`src/rtl/cscr_pkg.sv`:
```
// constants shared by the clock source control block
package cscr_pkg;

  // ----------------------------------------
  // bus and field sizes
  // ----------------------------------------
  localparam int ADDR_W = 12;
  localparam int DATA_W = 32;
  localparam int N_EV = 4;
  localparam int SRC_W = 2;
  localparam int CT_IVL_W = 7;

  // ----------------------------------------
  // register byte offsets
  // ----------------------------------------
  localparam logic [ADDR_W-1:0] OFF_FAST_START = 12'h000;
  localparam logic [ADDR_W-1:0] OFF_FAST_STOP = 12'h004;
  localparam logic [ADDR_W-1:0] OFF_SLOW_START = 12'h008;
  localparam logic [ADDR_W-1:0] OFF_SLOW_STOP = 12'h00C;
  localparam logic [ADDR_W-1:0] OFF_CAL = 12'h010;
  localparam logic [ADDR_W-1:0] OFF_CT_START = 12'h014;
  localparam logic [ADDR_W-1:0] OFF_CT_STOP = 12'h018;
  localparam logic [ADDR_W-1:0] EV_OFF [N_EV] = '{12'h100, 12'h104, 12'h10C, 12'h110};
  localparam logic [ADDR_W-1:0] OFF_IEN_SET = 12'h304;
  localparam logic [ADDR_W-1:0] OFF_IEN_CLR = 12'h308;
  localparam logic [ADDR_W-1:0] OFF_FAST_RUN = 12'h408;
  localparam logic [ADDR_W-1:0] OFF_FAST_STAT = 12'h40C;
  localparam logic [ADDR_W-1:0] OFF_SLOW_RUN = 12'h414;
  localparam logic [ADDR_W-1:0] OFF_SLOW_STAT = 12'h418;
  localparam logic [ADDR_W-1:0] OFF_SRC_COPY = 12'h41C;
  localparam logic [ADDR_W-1:0] OFF_SRC_SEL = 12'h518;
  localparam logic [ADDR_W-1:0] OFF_CT_IVL = 12'h538;

  // ----------------------------------------
  // event indices and field positions
  // ----------------------------------------
  localparam int EV_FAST = 0;
  localparam int EV_SLOW = 1;
  localparam int EV_DONE = 2;
  localparam int EV_CT_TIMEOUT = 3;
  localparam int STAT_STATE_BIT = 16;
  localparam int SEL_BYPASS_BIT = 16;
  localparam int SEL_EXT_BIT = 17;
  localparam logic [SRC_W-1:0] SRC_RC = 2'h0;
  localparam logic [SRC_W-1:0] SRC_XTAL = 2'h1;
  localparam logic [SRC_W-1:0] SRC_SYNTH = 2'h2;
  localparam logic [1:0] RESP_OKAY = 2'h0;
  localparam logic [1:0] RESP_SLVERR = 2'h2;

  // ----------------------------------------
  // timing
  // ----------------------------------------
  localparam int CLK_HZ = 50_000_000;
  localparam int MS_PER_S = 1000;
  localparam int CT_UNIT_MS = 250;
  localparam int CT_UNIT_CYC = CLK_HZ / MS_PER_S * CT_UNIT_MS;

endpackage

```
`src/rtl/cscr_ct_if.sv`:
```
// link between the register block and the calibration timer
`timescale 1ns/1ps
`default_nettype none
interface cscr_ct_if
  import cscr_pkg::*;
();
  logic start;
  logic stop;
  logic [CT_IVL_W-1:0] interval;
  logic timeout;
  logic running;
  modport ctl(output start, output stop, output interval, input timeout, input running);
  modport tmr(input start, input stop, input interval, output timeout, output running);
endinterface
`default_nettype wire

```
`src/rtl/cscr_cal_timer.sv`:
```
// calibration timer: counts down interval units, then times out
`timescale 1ns/1ps
`default_nettype none
module cscr_cal_timer
  import cscr_pkg::*;
#(
  parameter int UNIT_CYCLES = CT_UNIT_CYC, // clocks per interval unit
  parameter int DIV_W = 24 // unit divider width
) (
  input wire logic clk, // clock
  input wire logic rst_n, // synchronised reset
  cscr_ct_if.tmr ct // control and timeout
);
  localparam logic [DIV_W-1:0] DIV_LAST = DIV_W'(UNIT_CYCLES - 1);
  logic [DIV_W-1:0] div;
  logic [CT_IVL_W-1:0] cnt;
  logic tick;

  assign tick = div == DIV_LAST;

  always_ff @(posedge clk or negedge rst_n) begin
    if (!rst_n) begin
      div <= '0;
      cnt <= '0;
      ct.running <= 1'b0;
      ct.timeout <= 1'b0;
    end else begin
      ct.timeout <= 1'b0;
      if (ct.start) begin
        ct.running <= 1'b1;
        cnt <= ct.interval;
        div <= '0;
      end else if (ct.stop) begin
        ct.running <= 1'b0;
      end else if (ct.running) begin
        if (cnt == '0) begin
          ct.running <= 1'b0;
          ct.timeout <= 1'b1;
        end else if (tick) begin
          div <= '0;
          cnt <= cnt - 1'b1;
        end else begin
          div <= div + 1'b1;
        end
      end
    end
  end
endmodule
`default_nettype wire

```
`src/rtl/cscr_slow_ctl.sv`:
```
// slow clock sequencer: for the crystal, rc first, then crystal when it oscillates; other sources start at once
`timescale 1ns/1ps
`default_nettype none
module cscr_slow_ctl
  import cscr_pkg::*;
(
  input wire logic clk, // clock
  input wire logic rst_n, // synchronised reset
  input wire logic start, // start pulse
  input wire logic stop, // stop pulse
  input wire logic [SRC_W-1:0] src, // selected source
  input wire logic xtal_ok, // crystal oscillates
  output logic running, // slow clock running
  output logic [SRC_W-1:0] cur_src, // source now in use
  output logic started // started event pulse
);
  typedef enum logic [1:0] {SL_IDLE, SL_WAIT_XTAL, SL_RUN} cscr_slow_e;
  cscr_slow_e state;

  always_ff @(posedge clk or negedge rst_n) begin
    if (!rst_n) begin
      state <= SL_IDLE;
      running <= 1'b0;
      cur_src <= SRC_RC;
      started <= 1'b0;
    end else begin
      started <= 1'b0;
      unique case (state)
        SL_IDLE: begin
          if (start) begin
            running <= 1'b1;
            if (src == SRC_XTAL) begin
              state <= SL_WAIT_XTAL;
              cur_src <= SRC_RC;
            end else begin
              state <= SL_RUN;
              cur_src <= src;
              started <= 1'b1;
            end
          end
        end
        SL_WAIT_XTAL: begin
          if (stop) begin
            state <= SL_IDLE;
            running <= 1'b0;
          end else if (xtal_ok) begin
            state <= SL_RUN;
            cur_src <= SRC_XTAL;
            started <= 1'b1;
          end
        end
        SL_RUN: begin
          if (stop) begin
            state <= SL_IDLE;
            running <= 1'b0;
          end
        end
      endcase
    end
  end
endmodule
`default_nettype wire

```
`src/rtl/cscr_regs.sv`:
```
// clock source control: register file, triggers, events, interrupt
//
// The AXI4-Lite register port was chosen for this implementation.
`timescale 1ns/1ps
`default_nettype none
module cscr_regs
  import cscr_pkg::*;
#(
  parameter int CT_UNIT_CYCLES = CT_UNIT_CYC, // clocks per timer unit
  parameter int CT_DIV_W = 24 // timer divider width
) (
  input wire logic clk, // clock
  input wire logic nrst, // async reset, low
  input wire logic [ADDR_W-1:0] s_awaddr, // write address
  input wire logic s_awvalid, // write address valid
  output logic s_awready, // write address ready
  input wire logic [DATA_W-1:0] s_wdata, // write data
  input wire logic [3:0] s_wstrb, // byte strobes
  input wire logic s_wvalid, // write data valid
  output logic s_wready, // write data ready
  output logic [1:0] s_bresp, // write response
  output logic s_bvalid, // write response valid
  input wire logic s_bready, // write response ready
  input wire logic [ADDR_W-1:0] s_araddr, // read address
  input wire logic s_arvalid, // read address valid
  output logic s_arready, // read address ready
  output logic [DATA_W-1:0] s_rdata, // read data
  output logic [1:0] s_rresp, // read response
  output logic s_rvalid, // read data valid
  input wire logic s_rready, // read data ready
  input wire logic fast_xtal_ok, // fast crystal oscillates
  input wire logic slow_xtal_ok, // slow crystal oscillates
  input wire logic cal_ack, // calibration finished
  output logic fast_xtal_en, // fast crystal requested
  output logic slow_rc_en, // slow rc oscillator on
  output logic slow_xtal_en, // slow crystal oscillator on
  output logic slow_synth_en, // slow synthesizer on
  output logic slow_bypass, // crystal bypass
  output logic slow_external, // external slow source
  output logic cal_req, // calibration in progress
  output logic irq // interrupt, high
);

  // ----------------------------------------
  // reset release
  // ----------------------------------------
  logic rst_q1;
  logic rst_n;

  always_ff @(posedge clk or negedge nrst) begin
    if (!nrst) begin
      rst_q1 <= 1'b0;
      rst_n <= 1'b0;
    end else begin
      rst_q1 <= 1'b1;
      rst_n <= rst_q1;
    end
  end

  // ----------------------------------------
  // bus handshake
  // ----------------------------------------
  logic [ADDR_W-1:0] aw_addr;
  logic [ADDR_W-1:0] ar_addr;
  logic [DATA_W-1:0] wd;
  logic [3:0] ws;
  logic aw_take;
  logic w_take;
  logic b_take;
  logic ar_take;
  logic r_take;
  logic do_wr;
  logic do_rd;
  logic [DATA_W-1:0] rd_mux;

  function automatic logic mapped(input logic [ADDR_W-1:0] a);
    return a inside {OFF_FAST_START, OFF_FAST_STOP, OFF_SLOW_START,
      OFF_SLOW_STOP, OFF_CAL, OFF_CT_START, OFF_CT_STOP, EV_OFF[EV_FAST],
      EV_OFF[EV_SLOW], EV_OFF[EV_DONE], EV_OFF[EV_CT_TIMEOUT], OFF_IEN_SET,
      OFF_IEN_CLR, OFF_FAST_RUN, OFF_FAST_STAT, OFF_SLOW_RUN, OFF_SLOW_STAT,
      OFF_SRC_COPY, OFF_SRC_SEL, OFF_CT_IVL};
  endfunction

  assign aw_take = s_awvalid & s_awready;
  assign w_take = s_wvalid & s_wready;
  assign b_take = s_bvalid & s_bready;
  assign ar_take = s_arvalid & s_arready;
  assign r_take = s_rvalid & s_rready;
  assign do_wr = !s_awready & !s_wready & !s_bvalid;
  assign do_rd = !s_arready & !s_rvalid;

  always_ff @(posedge clk or negedge rst_n) begin
    if (!rst_n) begin
      s_awready <= 1'b1;
      aw_addr <= '0;
    end else if (aw_take) begin
      s_awready <= 1'b0;
      aw_addr <= s_awaddr;
    end else if (b_take) begin
      s_awready <= 1'b1;
    end
  end

  always_ff @(posedge clk or negedge rst_n) begin
    if (!rst_n) begin
      s_wready <= 1'b1;
      wd <= '0;
      ws <= '0;
    end else if (w_take) begin
      s_wready <= 1'b0;
      wd <= s_wdata;
      ws <= s_wstrb;
    end else if (b_take) begin
      s_wready <= 1'b1;
    end
  end

  always_ff @(posedge clk or negedge rst_n) begin
    if (!rst_n) begin
      s_bvalid <= 1'b0;
      s_bresp <= RESP_OKAY;
    end else if (do_wr) begin
      s_bvalid <= 1'b1;
      s_bresp <= mapped(aw_addr) ? RESP_OKAY : RESP_SLVERR;
    end else if (b_take) begin
      s_bvalid <= 1'b0;
    end
  end

  always_ff @(posedge clk or negedge rst_n) begin
    if (!rst_n) begin
      s_arready <= 1'b1;
      ar_addr <= '0;
    end else if (ar_take) begin
      s_arready <= 1'b0;
      ar_addr <= s_araddr;
    end else if (r_take) begin
      s_arready <= 1'b1;
    end
  end

  always_ff @(posedge clk or negedge rst_n) begin
    if (!rst_n) begin
      s_rvalid <= 1'b0;
      s_rdata <= '0;
      s_rresp <= RESP_OKAY;
    end else if (do_rd) begin
      s_rvalid <= 1'b1;
      s_rdata <= rd_mux;
      s_rresp <= mapped(ar_addr) ? RESP_OKAY : RESP_SLVERR;
    end else if (r_take) begin
      s_rvalid <= 1'b0;
    end
  end

  // ----------------------------------------
  // write decode
  // ----------------------------------------
  logic w_trig;
  logic wr_fast_start;
  logic wr_fast_stop;
  logic wr_slow_start;
  logic wr_slow_stop;
  logic wr_cal;
  logic wr_ien_set;
  logic wr_ien_clr;
  logic wr_sel;
  logic wr_ivl;

  assign w_trig = do_wr & ws[0] & wd[0];
  assign wr_fast_start = w_trig & (aw_addr == OFF_FAST_START);
  assign wr_fast_stop = w_trig & (aw_addr == OFF_FAST_STOP);
  assign wr_slow_start = w_trig & (aw_addr == OFF_SLOW_START);
  assign wr_slow_stop = w_trig & (aw_addr == OFF_SLOW_STOP);
  assign wr_cal = w_trig & (aw_addr == OFF_CAL);
  assign wr_ien_set = do_wr & ws[0] & (aw_addr == OFF_IEN_SET);
  assign wr_ien_clr = do_wr & ws[0] & (aw_addr == OFF_IEN_CLR);
  assign wr_sel = do_wr & (aw_addr == OFF_SRC_SEL);
  assign wr_ivl = do_wr & ws[0] & (aw_addr == OFF_CT_IVL);

  // ----------------------------------------
  // calibration timer
  // ----------------------------------------
  logic [CT_IVL_W-1:0] ct_ivl;
  cscr_ct_if ct();

  assign ct.start = w_trig & (aw_addr == OFF_CT_START);
  assign ct.stop = w_trig & (aw_addr == OFF_CT_STOP);
  assign ct.interval = ct_ivl;

  cscr_cal_timer #(
    .UNIT_CYCLES(CT_UNIT_CYCLES),
    .DIV_W(CT_DIV_W)
  ) u_timer (
    .clk(clk),
    .rst_n(rst_n),
    .ct(ct.tmr)
  );

  // ----------------------------------------
  // configuration and run state
  // ----------------------------------------
  logic [SRC_W-1:0] src_sel;
  logic [SRC_W-1:0] src_snap;
  logic slow_req;
  logic fast_ok_q;
  logic slow_run;
  logic slow_started;
  logic [SRC_W-1:0] slow_cur;

  // source may change at any time; software keeps it steady while running
  always_ff @(posedge clk or negedge rst_n) begin
    if (!rst_n) begin
      src_sel <= SRC_RC;
      slow_bypass <= 1'b0;
      slow_external <= 1'b0;
      ct_ivl <= '0;
    end else begin
      if (wr_sel && ws[0]) begin
        src_sel <= wd[SRC_W-1:0];
      end
      if (wr_sel && ws[2]) begin
        slow_bypass <= wd[SEL_BYPASS_BIT];
        slow_external <= wd[SEL_EXT_BIT];
      end
      if (wr_ivl) begin
        ct_ivl <= wd[CT_IVL_W-1:0];
      end
    end
  end

  always_ff @(posedge clk or negedge rst_n) begin
    if (!rst_n) begin
      fast_xtal_en <= 1'b0;
      fast_ok_q <= 1'b0;
      slow_req <= 1'b0;
      src_snap <= SRC_RC;
      cal_req <= 1'b0;
    end else begin
      if (wr_fast_start) begin
        fast_xtal_en <= 1'b1;
      end else if (wr_fast_stop) begin
        fast_xtal_en <= 1'b0;
      end
      fast_ok_q <= fast_xtal_en & fast_xtal_ok;
      if (wr_slow_start) begin
        slow_req <= 1'b1;
        src_snap <= src_sel;
      end else if (wr_slow_stop) begin
        slow_req <= 1'b0;
      end
      if (wr_cal) begin
        cal_req <= 1'b1;
      end else if (cal_ack) begin
        cal_req <= 1'b0;
      end
    end
  end

  // stop is only issued after status shows running
  cscr_slow_ctl u_slow (
    .clk(clk),
    .rst_n(rst_n),
    .start(wr_slow_start),
    .stop(wr_slow_stop),
    .src(src_sel),
    .xtal_ok(slow_xtal_ok),
    .running(slow_run),
    .cur_src(slow_cur),
    .started(slow_started)
  );

  always_ff @(posedge clk or negedge rst_n) begin
    if (!rst_n) begin
      slow_rc_en <= 1'b0;
      slow_xtal_en <= 1'b0;
      slow_synth_en <= 1'b0;
    end else begin
      slow_rc_en <= slow_run & (slow_cur == SRC_RC);
      slow_xtal_en <= slow_req & (src_snap == SRC_XTAL);
      slow_synth_en <= slow_run & (slow_cur == SRC_SYNTH);
    end
  end

  // ----------------------------------------
  // events and interrupt
  // ----------------------------------------
  logic [N_EV-1:0] ev;
  logic [N_EV-1:0] ev_set;
  logic [N_EV-1:0] ien;

  assign ev_set[EV_FAST] = fast_xtal_en & fast_xtal_ok & !fast_ok_q;
  assign ev_set[EV_SLOW] = slow_started;
  assign ev_set[EV_DONE] = cal_req & cal_ack;
  assign ev_set[EV_CT_TIMEOUT] = ct.timeout;

  // a read or a zero write clears; a new event in that cycle wins
  for (genvar i = 0; i < N_EV; i++) begin : g_ev
    logic clr;
    assign clr = (do_rd & (ar_addr == EV_OFF[i])) |
      (do_wr & ws[0] & !wd[0] & (aw_addr == EV_OFF[i]));
    always_ff @(posedge clk or negedge rst_n) begin
      if (!rst_n) begin
        ev[i] <= 1'b0;
      end else if (ev_set[i]) begin
        ev[i] <= 1'b1;
      end else if (clr) begin
        ev[i] <= 1'b0;
      end
    end
  end

  always_ff @(posedge clk or negedge rst_n) begin
    if (!rst_n) begin
      ien <= '0;
      irq <= 1'b0;
    end else begin
      if (wr_ien_set) begin
        ien <= ien | wd[N_EV-1:0];
      end else if (wr_ien_clr) begin
        ien <= ien & ~wd[N_EV-1:0];
      end
      irq <= |(ev & ien);
    end
  end

  // ----------------------------------------
  // read mux
  // ----------------------------------------
  logic [DATA_W-1:0] fast_stat;
  logic [DATA_W-1:0] slow_stat;
  logic [DATA_W-1:0] sel_word;

  assign fast_stat = (DATA_W'(fast_ok_q) << STAT_STATE_BIT) | DATA_W'(fast_ok_q);
  assign slow_stat = (DATA_W'(slow_run) << STAT_STATE_BIT) | DATA_W'(slow_cur);
  assign sel_word = (DATA_W'(slow_external) << SEL_EXT_BIT) |
    (DATA_W'(slow_bypass) << SEL_BYPASS_BIT) | DATA_W'(src_sel);
  // trigger offsets fall through to zero
  assign rd_mux =
    (ar_addr == EV_OFF[EV_FAST]) ? DATA_W'(ev[EV_FAST]) :
    (ar_addr == EV_OFF[EV_SLOW]) ? DATA_W'(ev[EV_SLOW]) :
    (ar_addr == EV_OFF[EV_DONE]) ? DATA_W'(ev[EV_DONE]) :
    (ar_addr == EV_OFF[EV_CT_TIMEOUT]) ? DATA_W'(ev[EV_CT_TIMEOUT]) :
    (ar_addr == OFF_IEN_SET) ? DATA_W'(ien) :
    (ar_addr == OFF_IEN_CLR) ? DATA_W'(ien) :
    (ar_addr == OFF_FAST_RUN) ? DATA_W'(fast_xtal_en) :
    (ar_addr == OFF_FAST_STAT) ? fast_stat :
    (ar_addr == OFF_SLOW_RUN) ? DATA_W'(slow_req) :
    (ar_addr == OFF_SLOW_STAT) ? slow_stat :
    (ar_addr == OFF_SRC_COPY) ? DATA_W'(src_snap) :
    (ar_addr == OFF_SRC_SEL) ? sel_word :
    (ar_addr == OFF_CT_IVL) ? DATA_W'(ct_ivl) :
    '0;

  // ----------------------------------------
  // checks
  // ----------------------------------------
  logic rd_trig;
  assign rd_trig = ar_addr <= OFF_CT_STOP;
endmodule
`default_nettype wire

```
`config.mk`:
```
export PLATFORM = sky130hd
export DESIGN_NAME = cscr_regs
export DESIGN_NICKNAME = d
export VERILOG_FILES = /design/src/rtl/cscr_pkg.sv /design/src/rtl/cscr_ct_if.sv /design/src/rtl/cscr_cal_timer.sv /design/src/rtl/cscr_slow_ctl.sv /design/src/rtl/cscr_regs.sv
export SDC_FILE = /design/constraint.sdc
export NUM_CORES = 1
export LEC_CHECK = 0
export BUFFER_PORTS_ARGS = -buffer_cell sky130_fd_sc_hd__buf_4
export CAP_MARGIN = 20
export CELL_PAD_IN_SITES_DETAIL_PLACEMENT = 1
export CELL_PAD_IN_SITES_GLOBAL_PLACEMENT = 1
export CORE_MARGIN = 4
export CORE_UTILIZATION = 27
export DETAILED_ROUTE_END_ITERATION = 12
export GPL_TIMING_DRIVEN = 0
export PLACE_DENSITY_LB_ADDON = 0.05
export SLEW_MARGIN = 10
export SYNTH_ARGS = -nofsm -noshare
export SYNTH_HDL_FRONTEND = slang
export SYNTH_SLANG_ARGS = --single-unit
```
`constraint.sdc`:
```
create_clock -name clk -period 5.25 [get_ports clk]
set_input_delay 1.575 -clock clk [delete_from_list [all_inputs] [get_ports clk]]
set_output_delay 1.575 -clock clk [all_outputs]
set_load 0.005 [all_outputs]
```
==> results of run 1 <==
[per-layer routing]
metal | GRT usage | vias to the layer above
met1 | 0.215 | 2703
li1 | - | 2511
met5 | 0 | -
met4 | 0.0396 | 0
met2 | 0.242 | 123
met3 | 0.0314 | 17
[synthesized netlist by cell type, types with 4 or more instances]
cell type and instances:
dfrtp_1 118, nand2_1 59, mux2_2 51, nor2_1 35, o21ai_0 32, a21oi_1 26
buf_4 26, nand3_1 20, inv_1 19, clkbuf_1 17, nand4_1 16, or4_1 16
nor3_1 14, a31oi_1 10, or3_1 10, a22o_1 9, a22oi_1 8, and2_1 7
and3_1 7, mux2i_1 7, a211oi_1 6, buf_2 6, ha_1 6, nor2b_1 6
nor4_1 6, nand2b_1 5, nor4b_1 5, o31ai_1 5, a32oi_1 4, and4_1 4
nand4b_1 4, o2111ai_1 4
[how the worst min path moves through the flow]
stage,endpoint,slack [ns],cells past startpoint
after global placement,rst_n$_DFF_PN0_,0.34,0
final,u_slow.state[0]$_DFFE_PN0P_,0.26,0
after detailed placement,u_slow.state[1]$_DFFE_PN0P_,0.28,0
after global routing,u_slow.state[1]$_DFFE_PN0P_,0.31,0
after floorplan,rst_n$_DFF_PN0_,0.33,0
after CTS,u_slow.state[1]$_DFFE_PN0P_,0.29,0
[power groups by stage]
stage	clock network (W)	registers [W]	logic [W]
6_report	0.00121	0.00132	0.000674
5_1_grt	0.00130	0.00136	0.000757
3_5_place_dp	0	0.00134	0.000680
3_3_place_gp	0	0.00134	0.000642
2_1_floorplan	0	0.00127	0.000470
4_1_cts	0.00125	0.00132	0.000685
[worst max-delay path: stages (launching register included)]
cell,delay (ns)
dfrtp_1,0.43
nor4b_1,0.57
nand4_2,0.40
o21ai_2,0.48
buf_4,0.27
buf_2,0.28
a21oi_1,0.07
a211oi_1,0.32
[sequential cells by signal, summed over array words and instances, names as in the netlist, 4 cells and up, named ones only]
register / cells
wd: 9
aw_addr: 12
ar_addr: 12
ct.interval: 7
u_timer.div: 24
s_rdata: 9
ev: 4
u_timer.cnt: 7
[stage by stage]
step	total power (W)	cell area, um2	utilization	TNS [ns]	setup WS [ns]
6_report	0.00321	8010	0.350	0	2.31
2_1_floorplan	0.00174	6450	-	0	1.63
4_1_cts	0.00326	8010	0.350	0	2.27
5_1_grt	0.00341	8010	0.350	0	2.10
3_5_place_dp	0.00202	7400	0.323	0	2.29
3_3_place_gp	0.00198	7350	0.321	-0.120	-0.00511
[cells by family (layout without fill, tap and decap cells)]
logic type,count (synthesis),after routing,share of synthesized area
adder cells (fa/ha/maj),6,6,0.0118
buffers and inverters,68,170,0.0566
AND/OR/NAND/NOR,233,233,0.206
flip-flops,121,121,0.477
XOR/XNOR,4,4,0.00551
other,2,26,0.00118
AO/OA/AOI/OAI,133,133,0.141
multiplexers,58,58,0.101
[final cells by class]
cell class	count	area, um2	area share
Buffer	49	289	0.0361
Multi-Input combinational cell	460	3060	0.382
Timing Repair Buffer	70	558	0.0697
Tap cell	313	392	0.0489
Clock buffer	21	460	0.0575
Sequential cell	121	3040	0.379
Clock inverter	11	145	0.0181
Inverter	19	71.3	0.00890
==> run summary, run 1 <==
outcome: completed
maximum VDD drop: 0.184 mV
register share of total power: 0.411
worst rel slew slack: 0.370
Final nets: 814
quantity of gates resized following cts: 0
global route total overflow: 0
Synth cell types: 69
commonest cells after routing, fill and taps aside: dfrtp_1 (117), buf_4 (94), nand2_1 (59)
total of endpoints with negative setup slack in the final report: 0
share of async-settable or async-resettable flops after synthesis: 1.00
total met2 wirelength after detailed routing: 8880 um
share of total power consumed by net switching: 0.309
detailed placement HPWL: 14,600 um
syn avg cell area: 10.2 um2
CTS tree: yes
kind of capture point of the worst setup path: flop
io pins: 119
antenna violations before repair: 0
count of hold-fix buffers inserted at cts: 0
Worst Reg2Reg Path Length in Cells: 7
Worst Hold Slack: 0.262 ns
drt first pass iters: 5
pin count of the biggest net entering global routing: 61
pin slew with the least headroom to its limit: 0.932 ns
most common cell after layout, fill and taps aside: dfrtp_1
flop and latch count out of synthesis: 121
relative area change from synthesis to final layout: 25.9%
Max Transition Viols Final: 0
class of the tightest hold or removal check: flop to asynchronous set/reset pin
amount of wire on met3 after detailed routing: 900 um
final clock period utilization by the worst path: 0.561
number of enable flip-flop cells after synthesis: 0
ANT cells: 0
source of the critical timing path: aw_addr[5]$_DFFE_PN0P_
Remaining DRCs: 0
count of vias placed by the detailed router: 5,354
Metal-1 WL: 9440 um
critical path launch point type: flop
final setup skew: 0.00906 ns
final estimated routing congestion in global placement: 0.800
static leakage power: 3.47 nW
layout cell share with drive strength beyond 1: 0.268
number of buffers added on ports: 68
vertical die dimension: 161 um
Net Sw Power: 0.000992 W
Reg2Reg Capture Point: u_timer.div[6]$_DFFE_PN0P_
design internal power: 0.00221 W
Fmax: 340 MHz
critical path endpoint: u_timer.div[6]$_DFFE_PN0P_
top routing layer in use: met4
placed cell count: 1,032
critical path class: flop to flop
sum of routed wire length over all layers: 19,400 um
Max Buffers Root-to-Sink: 2
Placeable Area: 22,900 um2
final critical delay including setup and external delays: 2.94 ns
most instantiated flip-flop cell in the synthesis netlist: dfrtp_1
global-route usage over all layers: 0.153
via count of the first global-routing pass: 5,750
final hold viol count: 0
final routed wire length divided by cell count: 18.3 um
Sinks on Clock Net: 121
clock slew seen by the registers of the worst setup and hold paths: 0.06 ns
Layout fillers: 2,586
clock latency at the later pin of the worst-skew pair: 0.42 ns
slack of the worst reg-to-reg path: 2.31 ns
Cells after Synth: 625
Max FO, Critical Path: 10
portion of synthesized cell area occupied by the leading cell type: 0.464
Synth warnings: 0
std cell rows: 55
final standard cell count with taps included and fillers excluded: 1,064
number of nets still failing antenna checks after routing: 0
TritonCTS buffer count: 17
die span in x: 161 um
post-synthesis cell area: 6360 um2
Clock H-tree levels: 4
global-route wire length before repair: 31,900 um
post-synth top area cell: dfrtp_1
Synth area leaders: dfrtp_1 (46%), mux2_2 (9.0%), nand2_1 (3.5%)
buffers inserted during post-CTS setup optimization: 0
Die Area: 26,100 um2
sequential-to-total area share from yosys stat: 0.477
combinational share of power: 0.210
initial core utilization: 0.278
total power divided by cell area: 400 nW/um2
clock network power share: 0.378
maximum capacitance violations: 0
Initial DRC Count: 223
Critical R2R Launch: aw_addr[5]$_DFFE_PN0P_
data arrival at the endpoint of the critical path: 3.25 ns
required arrival time at the worst endpoint: 5.55 ns
setup repair after global routing missed its margin: false
Vias/cell: 5.03
CTS root buffer: clkbuf_16
Note: power is estimated with default switching activity, not from simulation.
==> run 2: changes to the inputs <==
==> constraint.sdc (replaced) <==
create_clock -name clk -period 2.78 [get_ports clk]
set_input_delay 0.834 -clock clk [delete_from_list [all_inputs] [get_ports clk]]
set_output_delay 0.834 -clock clk [all_outputs]
set_load 0.005 [all_outputs]
==> run 2 against run 1 <==
Against the previous run:
- hold slack lost 0.083 ns
- first-iteration DRC count grew 30%
- flip-flop and latch count is the same
- global-route usage is essentially flat
- setup slack lost 2.1 ns
- maximum frequency grew 13%
- non-clock buffer count grew 6
- highest routed layer unchanged
==> run summary, run 2 (synthesized netlist as in run 1, its figures left out) <==
io pins: 119
Fmax: 385 MHz
Top Registers: u_timer.div (24), ar_addr (12), aw_addr (12)
largest reg by FF count: u_timer.div
drt first pass iters: 4
Sinks on Clock Net: 121
Placement Setup Slack: -0.226 ns
final clock period utilization by the worst path: 0.934
TritonCTS buffer count: 17
Total Negative Setup Slacks: 0 ns
via count of the first global-routing pass: 5,622
Max Transition Viols Final: 0
relative area change from synthesis to final layout: 27.2%
final routed wire length divided by cell count: 18.2 um
required arrival time at the worst endpoint: 3.08 ns
std cell rows: 55
critical path class: flop to flop
setup repair after global routing missed its margin: false
die span in x: 161 um
least setup slack across all paths after layout: 0.182 ns
CTS tree: yes
kind of capture point of the worst setup path: flop
Initial DRC Count: 291
sum of routed wire length over all layers: 19,400 um
library cell contributing the largest single delay on the critical path: or4_4
outcome: completed
count of vias placed by the detailed router: 5,353
Placeable Area: 22,900 um2
data arrival at the endpoint of the critical path: 2.89 ns
final critical delay including setup and external delays: 2.60 ns
global route total overflow: 0
global-route wire length before repair: 31,700 um
total of endpoints with negative setup slack in the final report: 0
max reg flops: 24
initial core utilization: 0.278
static leakage power: 3.51 nW
Clock H-tree levels: 4
number of nets still failing antenna checks after routing: 0
antenna violations before repair: 0
Final nets: 820
critical path launch point type: flop
clock latency at the later pin of the worst-skew pair: 0.42 ns
Vias/cell: 5.00
clock slew seen by the registers of the worst setup and hold paths: 0.06 ns
ANT cells: 0
Max FO, Critical Path: 10
Remaining DRCs: 0
cell family with most CP delay: simple AND/OR/NAND/NOR gates
most common cell after layout, fill and taps aside: dfrtp_1
class of the tightest hold or removal check: input pin to asynchronous set/reset pin
pin slew with the least headroom to its limit: 0.938 ns
Critical Path Stages: 6
final setup skew: 0.0166 ns
Worst Reg2Reg Path Length in Cells: 6
Cell Chain, Critical Path: or4_4 -> nor4_4 -> buf_2 -> nand2_1 -> and2_1 -> o311a_1
Max Buffers Root-to-Sink: 2
Die Area: 26,100 um2
final hold viol count: 0
Worst Hold Slack: 0.179 ns
final estimated routing congestion in global placement: 0.816
number of buffers added on ports: 68
layout cell share with drive strength beyond 1: 0.280
commonest cells after routing, fill and taps aside: dfrtp_1 (117), buf_4 (100), nand2_1 (59)
global-route usage over all layers: 0.153
CTS root buffer: clkbuf_16
maximum VDD drop: 0.330 mV
vertical die dimension: 161 um
Buf/Inv on CP: 1
worst rel slew slack: 0.366
longest individual stage delay on the worst path: 0.57 ns
total power divided by cell area: 754 nW/um2
pin count of the biggest net entering global routing: 60
maximum capacitance violations: 0
detailed placement HPWL: 14,500 um
-- run 2: cell count changes in the layout (fill, tap and decap cells not counted), moves of 2 or more --
cell | previous run | this run
buf_4 | 94 | 100
clkbuf_2 | 0 | 2
clkinvlp_4 | 3 | 1
nor4b_1 | 5 | 3
nor4b_2 | 0 | 2
-- run 2: cell type report --
class,count,area (um2)
well taps,313,392
flip-flops and latches,121,3040
multi-input cells,460,3090
fillers,2616,14800
clock buffers,25,485
plain buffers,49,292
clock inverters,7,116
inverters,19,71.3
repair buffers,76,603
-- run 2: path summary, 6_finish.rpt --
| path | from | endpoint | slack (ns) |
|---|---|---|---|
| hold / removal | nrst | rst_q1$_DFF_PN0_ | 0.18 |
| setup reg to reg | u_timer.div[7]$_DFFE_PN0P_ | u_timer.div[19]$_DFFE_PN0P_ | 0.18 |
| hold reg to reg | rst_n$_DFF_PN0_ | aw_addr[4]$_DFFE_PN0P_ | 0.27 |
| max in group asynchronous | rst_n$_DFF_PN0_ | s_arready$_DFFE_PN1P_ | 1.79 |
| min in group clk | rst_q1$_DFF_PN0_ | rst_n$_DFF_PN0_ | 0.36 |
| setup / recovery | u_timer.div[7]$_DFFE_PN0P_ | u_timer.div[19]$_DFFE_PN0P_ | 0.18 |
-- run 2: layer usage --
metal | up-vias | part of all wire | GRT usage
met5 | - | 0 | 0
met4 | 0 | 0.013 | 0.0403
met3 | 20 | 0.045 | 0.0365
met2 | 122 | 0.46 | 0.235
met1 | 2685 | 0.49 | 0.217
li1 | 2526 | - | -
-- run 2: worst reg2reg max path: cells and delay by family, from the launching register on --
family	cells	cell delay, ns
AO/OA/AOI/OAI	1	0.29
buffers and inverters	1	0.29
flip-flops	1	0.44
AND/OR/NAND/NOR	4	1.45
-- run 2: power breakdown --
part           switching, W  internal, W
Clock              0.000810      0.00148
Combinational      0.000655     0.000656
Sequential         0.000409      0.00209
-- run 2: timing repair --
item	in CTS	in global routing
resized for setup	3	8
hold buffers	0	0
setup endpoints to repair	29	36
buffers inserted	4	2
cloned	0	0
pin swaps	1	1
-- run 2: per-stage QoR --
| stage | area [um2] | std cells | total power [W] | util |
|---|---|---|---|---|
| 2_1_floorplan | 6450 | 649 | 0.00329 | - |
| 3_3_place_gp | 7350 | 1030 | 0.00374 | 0.321 |
| 3_5_place_dp | 7400 | 1032 | 0.00380 | 0.323 |
| 4_1_cts | 8050 | 1068 | 0.00614 | 0.351 |
| 5_1_grt | 8090 | 1070 | 0.00648 | 0.353 |
| 6_report | 8090 | 1070 | 0.00610 | 0.353 |
==> run 3: changes to the inputs <==
--- a/config.mk
+++ b/config.mk
@@ -5,7 +5,7 @@
 export SDC_FILE = /design/constraint.sdc
 export NUM_CORES = 1
 export LEC_CHECK = 0
-export BUFFER_PORTS_ARGS = -buffer_cell sky130_fd_sc_hd__buf_4
+export BUFFER_PORTS_ARGS = -buffer_cell sky130_fd_sc_hd__buf_2
 export CAP_MARGIN = 20
 export CELL_PAD_IN_SITES_DETAIL_PLACEMENT = 1
 export CELL_PAD_IN_SITES_GLOBAL_PLACEMENT = 1
==> run 3 against run 2 <==
Against the previous run:
- global-route usage is 0.43 points lower
- final cell count is 0.19% lower
- first-iteration DRC count is 27% lower
- hold slack better by 0.0028 ns
- flip-flop and latch count stayed put
- core utilization is 0.98 points lower
- via count hardly changed
- clock skew is 0.0033 ns lower
- maximum frequency is 0.26% lower
- routed wire length is 0.45% lower
- sequential power hardly changed
- non-clock buffer count is 2 lower
- largest power group unchanged
==> run summary, run 3 (synthesized netlist as in run 1, its figures left out) <==
outcome: completed
max reg flops: 24
antenna violations before repair: 0
CTS root buffer: clkbuf_16
utilization after layout: 0.343
count of vias placed by the detailed router: 5,354
Fmax: 384 MHz
final routed wire length divided by cell count: 18.1 um
data arrival at the endpoint of the critical path: 2.90 ns
Final nets: 818
pin count of the biggest net entering global routing: 61
initial core utilization: 0.278
Die Area: 26,100 um2
Max FO, Critical Path: 7
Top Registers: u_timer.div (24), ar_addr (12), aw_addr (12)
Max Buffers Root-to-Sink: 2
maximum capacitance violations: 0
ANT cells: 0
total of endpoints with negative setup slack in the final report: 0
Initial DRC Count: 211
detailed placement HPWL: 14,400 um
number of nets still failing antenna checks after routing: 0
drt first pass iters: 4
critical path launch point type: flop
clock slew seen by the registers of the worst setup and hold paths: 0.06 ns
final clock period utilization by the worst path: 0.937
final estimated routing congestion in global placement: 0.816
worst rel slew slack: 0.350
global-route usage over all layers: 0.149
Total Negative Setup Slacks: 0 ns
Placeable Area: 22,900 um2
commonest cells after routing, fill and taps aside: dfrtp_1 (117), buf_2 (74), nand2_1 (59)
relative area change from synthesis to final layout: 23.6%
count of hold-fix buffers inserted at cts: 0
Layout fillers: 2,601
number of buffers added on ports: 68
Vias/cell: 5.01
std cell rows: 55
Max Transition Viols Final: 0
total power divided by cell area: 751 nW/um2
global route total overflow: 0
maximum VDD drop: 0.359 mV
setup repair after global routing missed its margin: false
TritonCTS buffer count: 17
io pins: 119
CTS tree: yes
final setup skew: 0.0134 ns
vertical die dimension: 161 um
die span in x: 161 um
required arrival time at the worst endpoint: 3.07 ns
layout cell share with drive strength beyond 1: 0.282
largest reg by FF count: u_timer.div
most common cell after layout, fill and taps aside: dfrtp_1
sum of routed wire length over all layers: 19,400 um
Remaining DRCs: 0
Clock H-tree levels: 4
class of the tightest hold or removal check: input pin to asynchronous set/reset pin
Worst Hold Slack: 0.182 ns
via count of the first global-routing pass: 5,629
static leakage power: 3.44 nW
final critical delay including setup and external delays: 2.60 ns
clock latency at the later pin of the worst-skew pair: 0.42 ns
kind of capture point of the worst setup path: flop
critical path class: flop to flop
final hold viol count: 0
pin slew with the least headroom to its limit: 0.961 ns
Sinks on Clock Net: 121
global-route wire length before repair: 31,100 um
==> run 3: changes by cell type in the layout (fill, tap and decap cells not counted), moves of 2 or more <==
cell / previous run / this run
buf_2: 6 / 74
inv_6: 0 / 2
clkinv_2: 2 / 4
clkbuf_8: 3 / 0
clkinv_4: 1 / 5
bufinv_16: 3 / 1
clkbuf_1: 20 / 17
buf_4: 100 / 29
==> run 3: worst paths after layout <==
kind	startpoint	endpoint	slack, ns	cells after the start
max in group asynchronous	rst_n$_DFF_PN0_	s_rdata[3]$_DFFE_PN0P_	1.85	1
worst max register to register	aw_addr[1]$_DFFE_PN0P_	ct.interval[1]$_DFFE_PN0P_	0.18	4
worst min register to register	rst_n$_DFF_PN0_	aw_addr[2]$_DFFE_PN0P_	0.27	0
worst min-delay path	nrst	rst_n$_DFF_PN0_	0.18	1
worst max-delay path	aw_addr[1]$_DFFE_PN0P_	ct.interval[1]$_DFFE_PN0P_	0.18	4
min in group clk	rst_q1$_DFF_PN0_	rst_n$_DFF_PN0_	0.36	0
==> run 3: layout make-up <==
class | instances | area (um2) | area share
multi-input cells | 460 | 3110 | 0.395
flip-flops and latches | 121 | 3040 | 0.386
clock buffers | 18 | 429 | 0.0546
repair buffers | 74 | 415 | 0.0528
well taps | 313 | 392 | 0.0498
plain buffers | 49 | 290 | 0.0369
clock inverters | 14 | 126 | 0.0161
inverters | 19 | 71.3 | 0.00907
==> run 3: per-stage QoR <==
step,cell area (um2),worst slack (ns),std cells,power (W)
2_1_floorplan,6450,0.643,649,0.00329
3_3_place_gp,7180,-0.133,1030,0.00369
3_5_place_dp,7230,-0.114,1032,0.00376
4_1_cts,7800,-0.0752,1064,0.00592
5_1_grt,7870,0.0236,1068,0.00627
6_report,7870,0.175,1068,0.00591
==> run 3: repair_timing <==
action | in CTS | in global routing
pin swaps | 0 | 1
gates resized for setup | 3 | 8
setup buffers | 0 | 3
setup endpoints to repair | 15 | 29
==> run 3: worst max-delay path, stage by stage, from the launching register on <==
cell and delay, ns:
dfrtp_1 0.44, nor4b_1 0.82, nand4_1 0.31, nor2_2 0.50, mux2_2 0.40
==> run 3: report_power, final <==
group	internal [W]	leakage (nW)	switching, W
Combinational	0.000625	1.64	0.000671
Clock	0.00123	0.270	0.000872
Sequential	0.00209	1.53	0.000418
==> run 3: per-layer routing <==
metal | track usage | part of all wire | up-vias
met5 | 0 | 0 | -
met2 | 0.229 | 0.46 | 107
li1 | - | - | 2533
met4 | 0.0384 | 0.0089 | 0
met1 | 0.214 | 0.50 | 2701
met3 | 0.0309 | 0.036 | 13
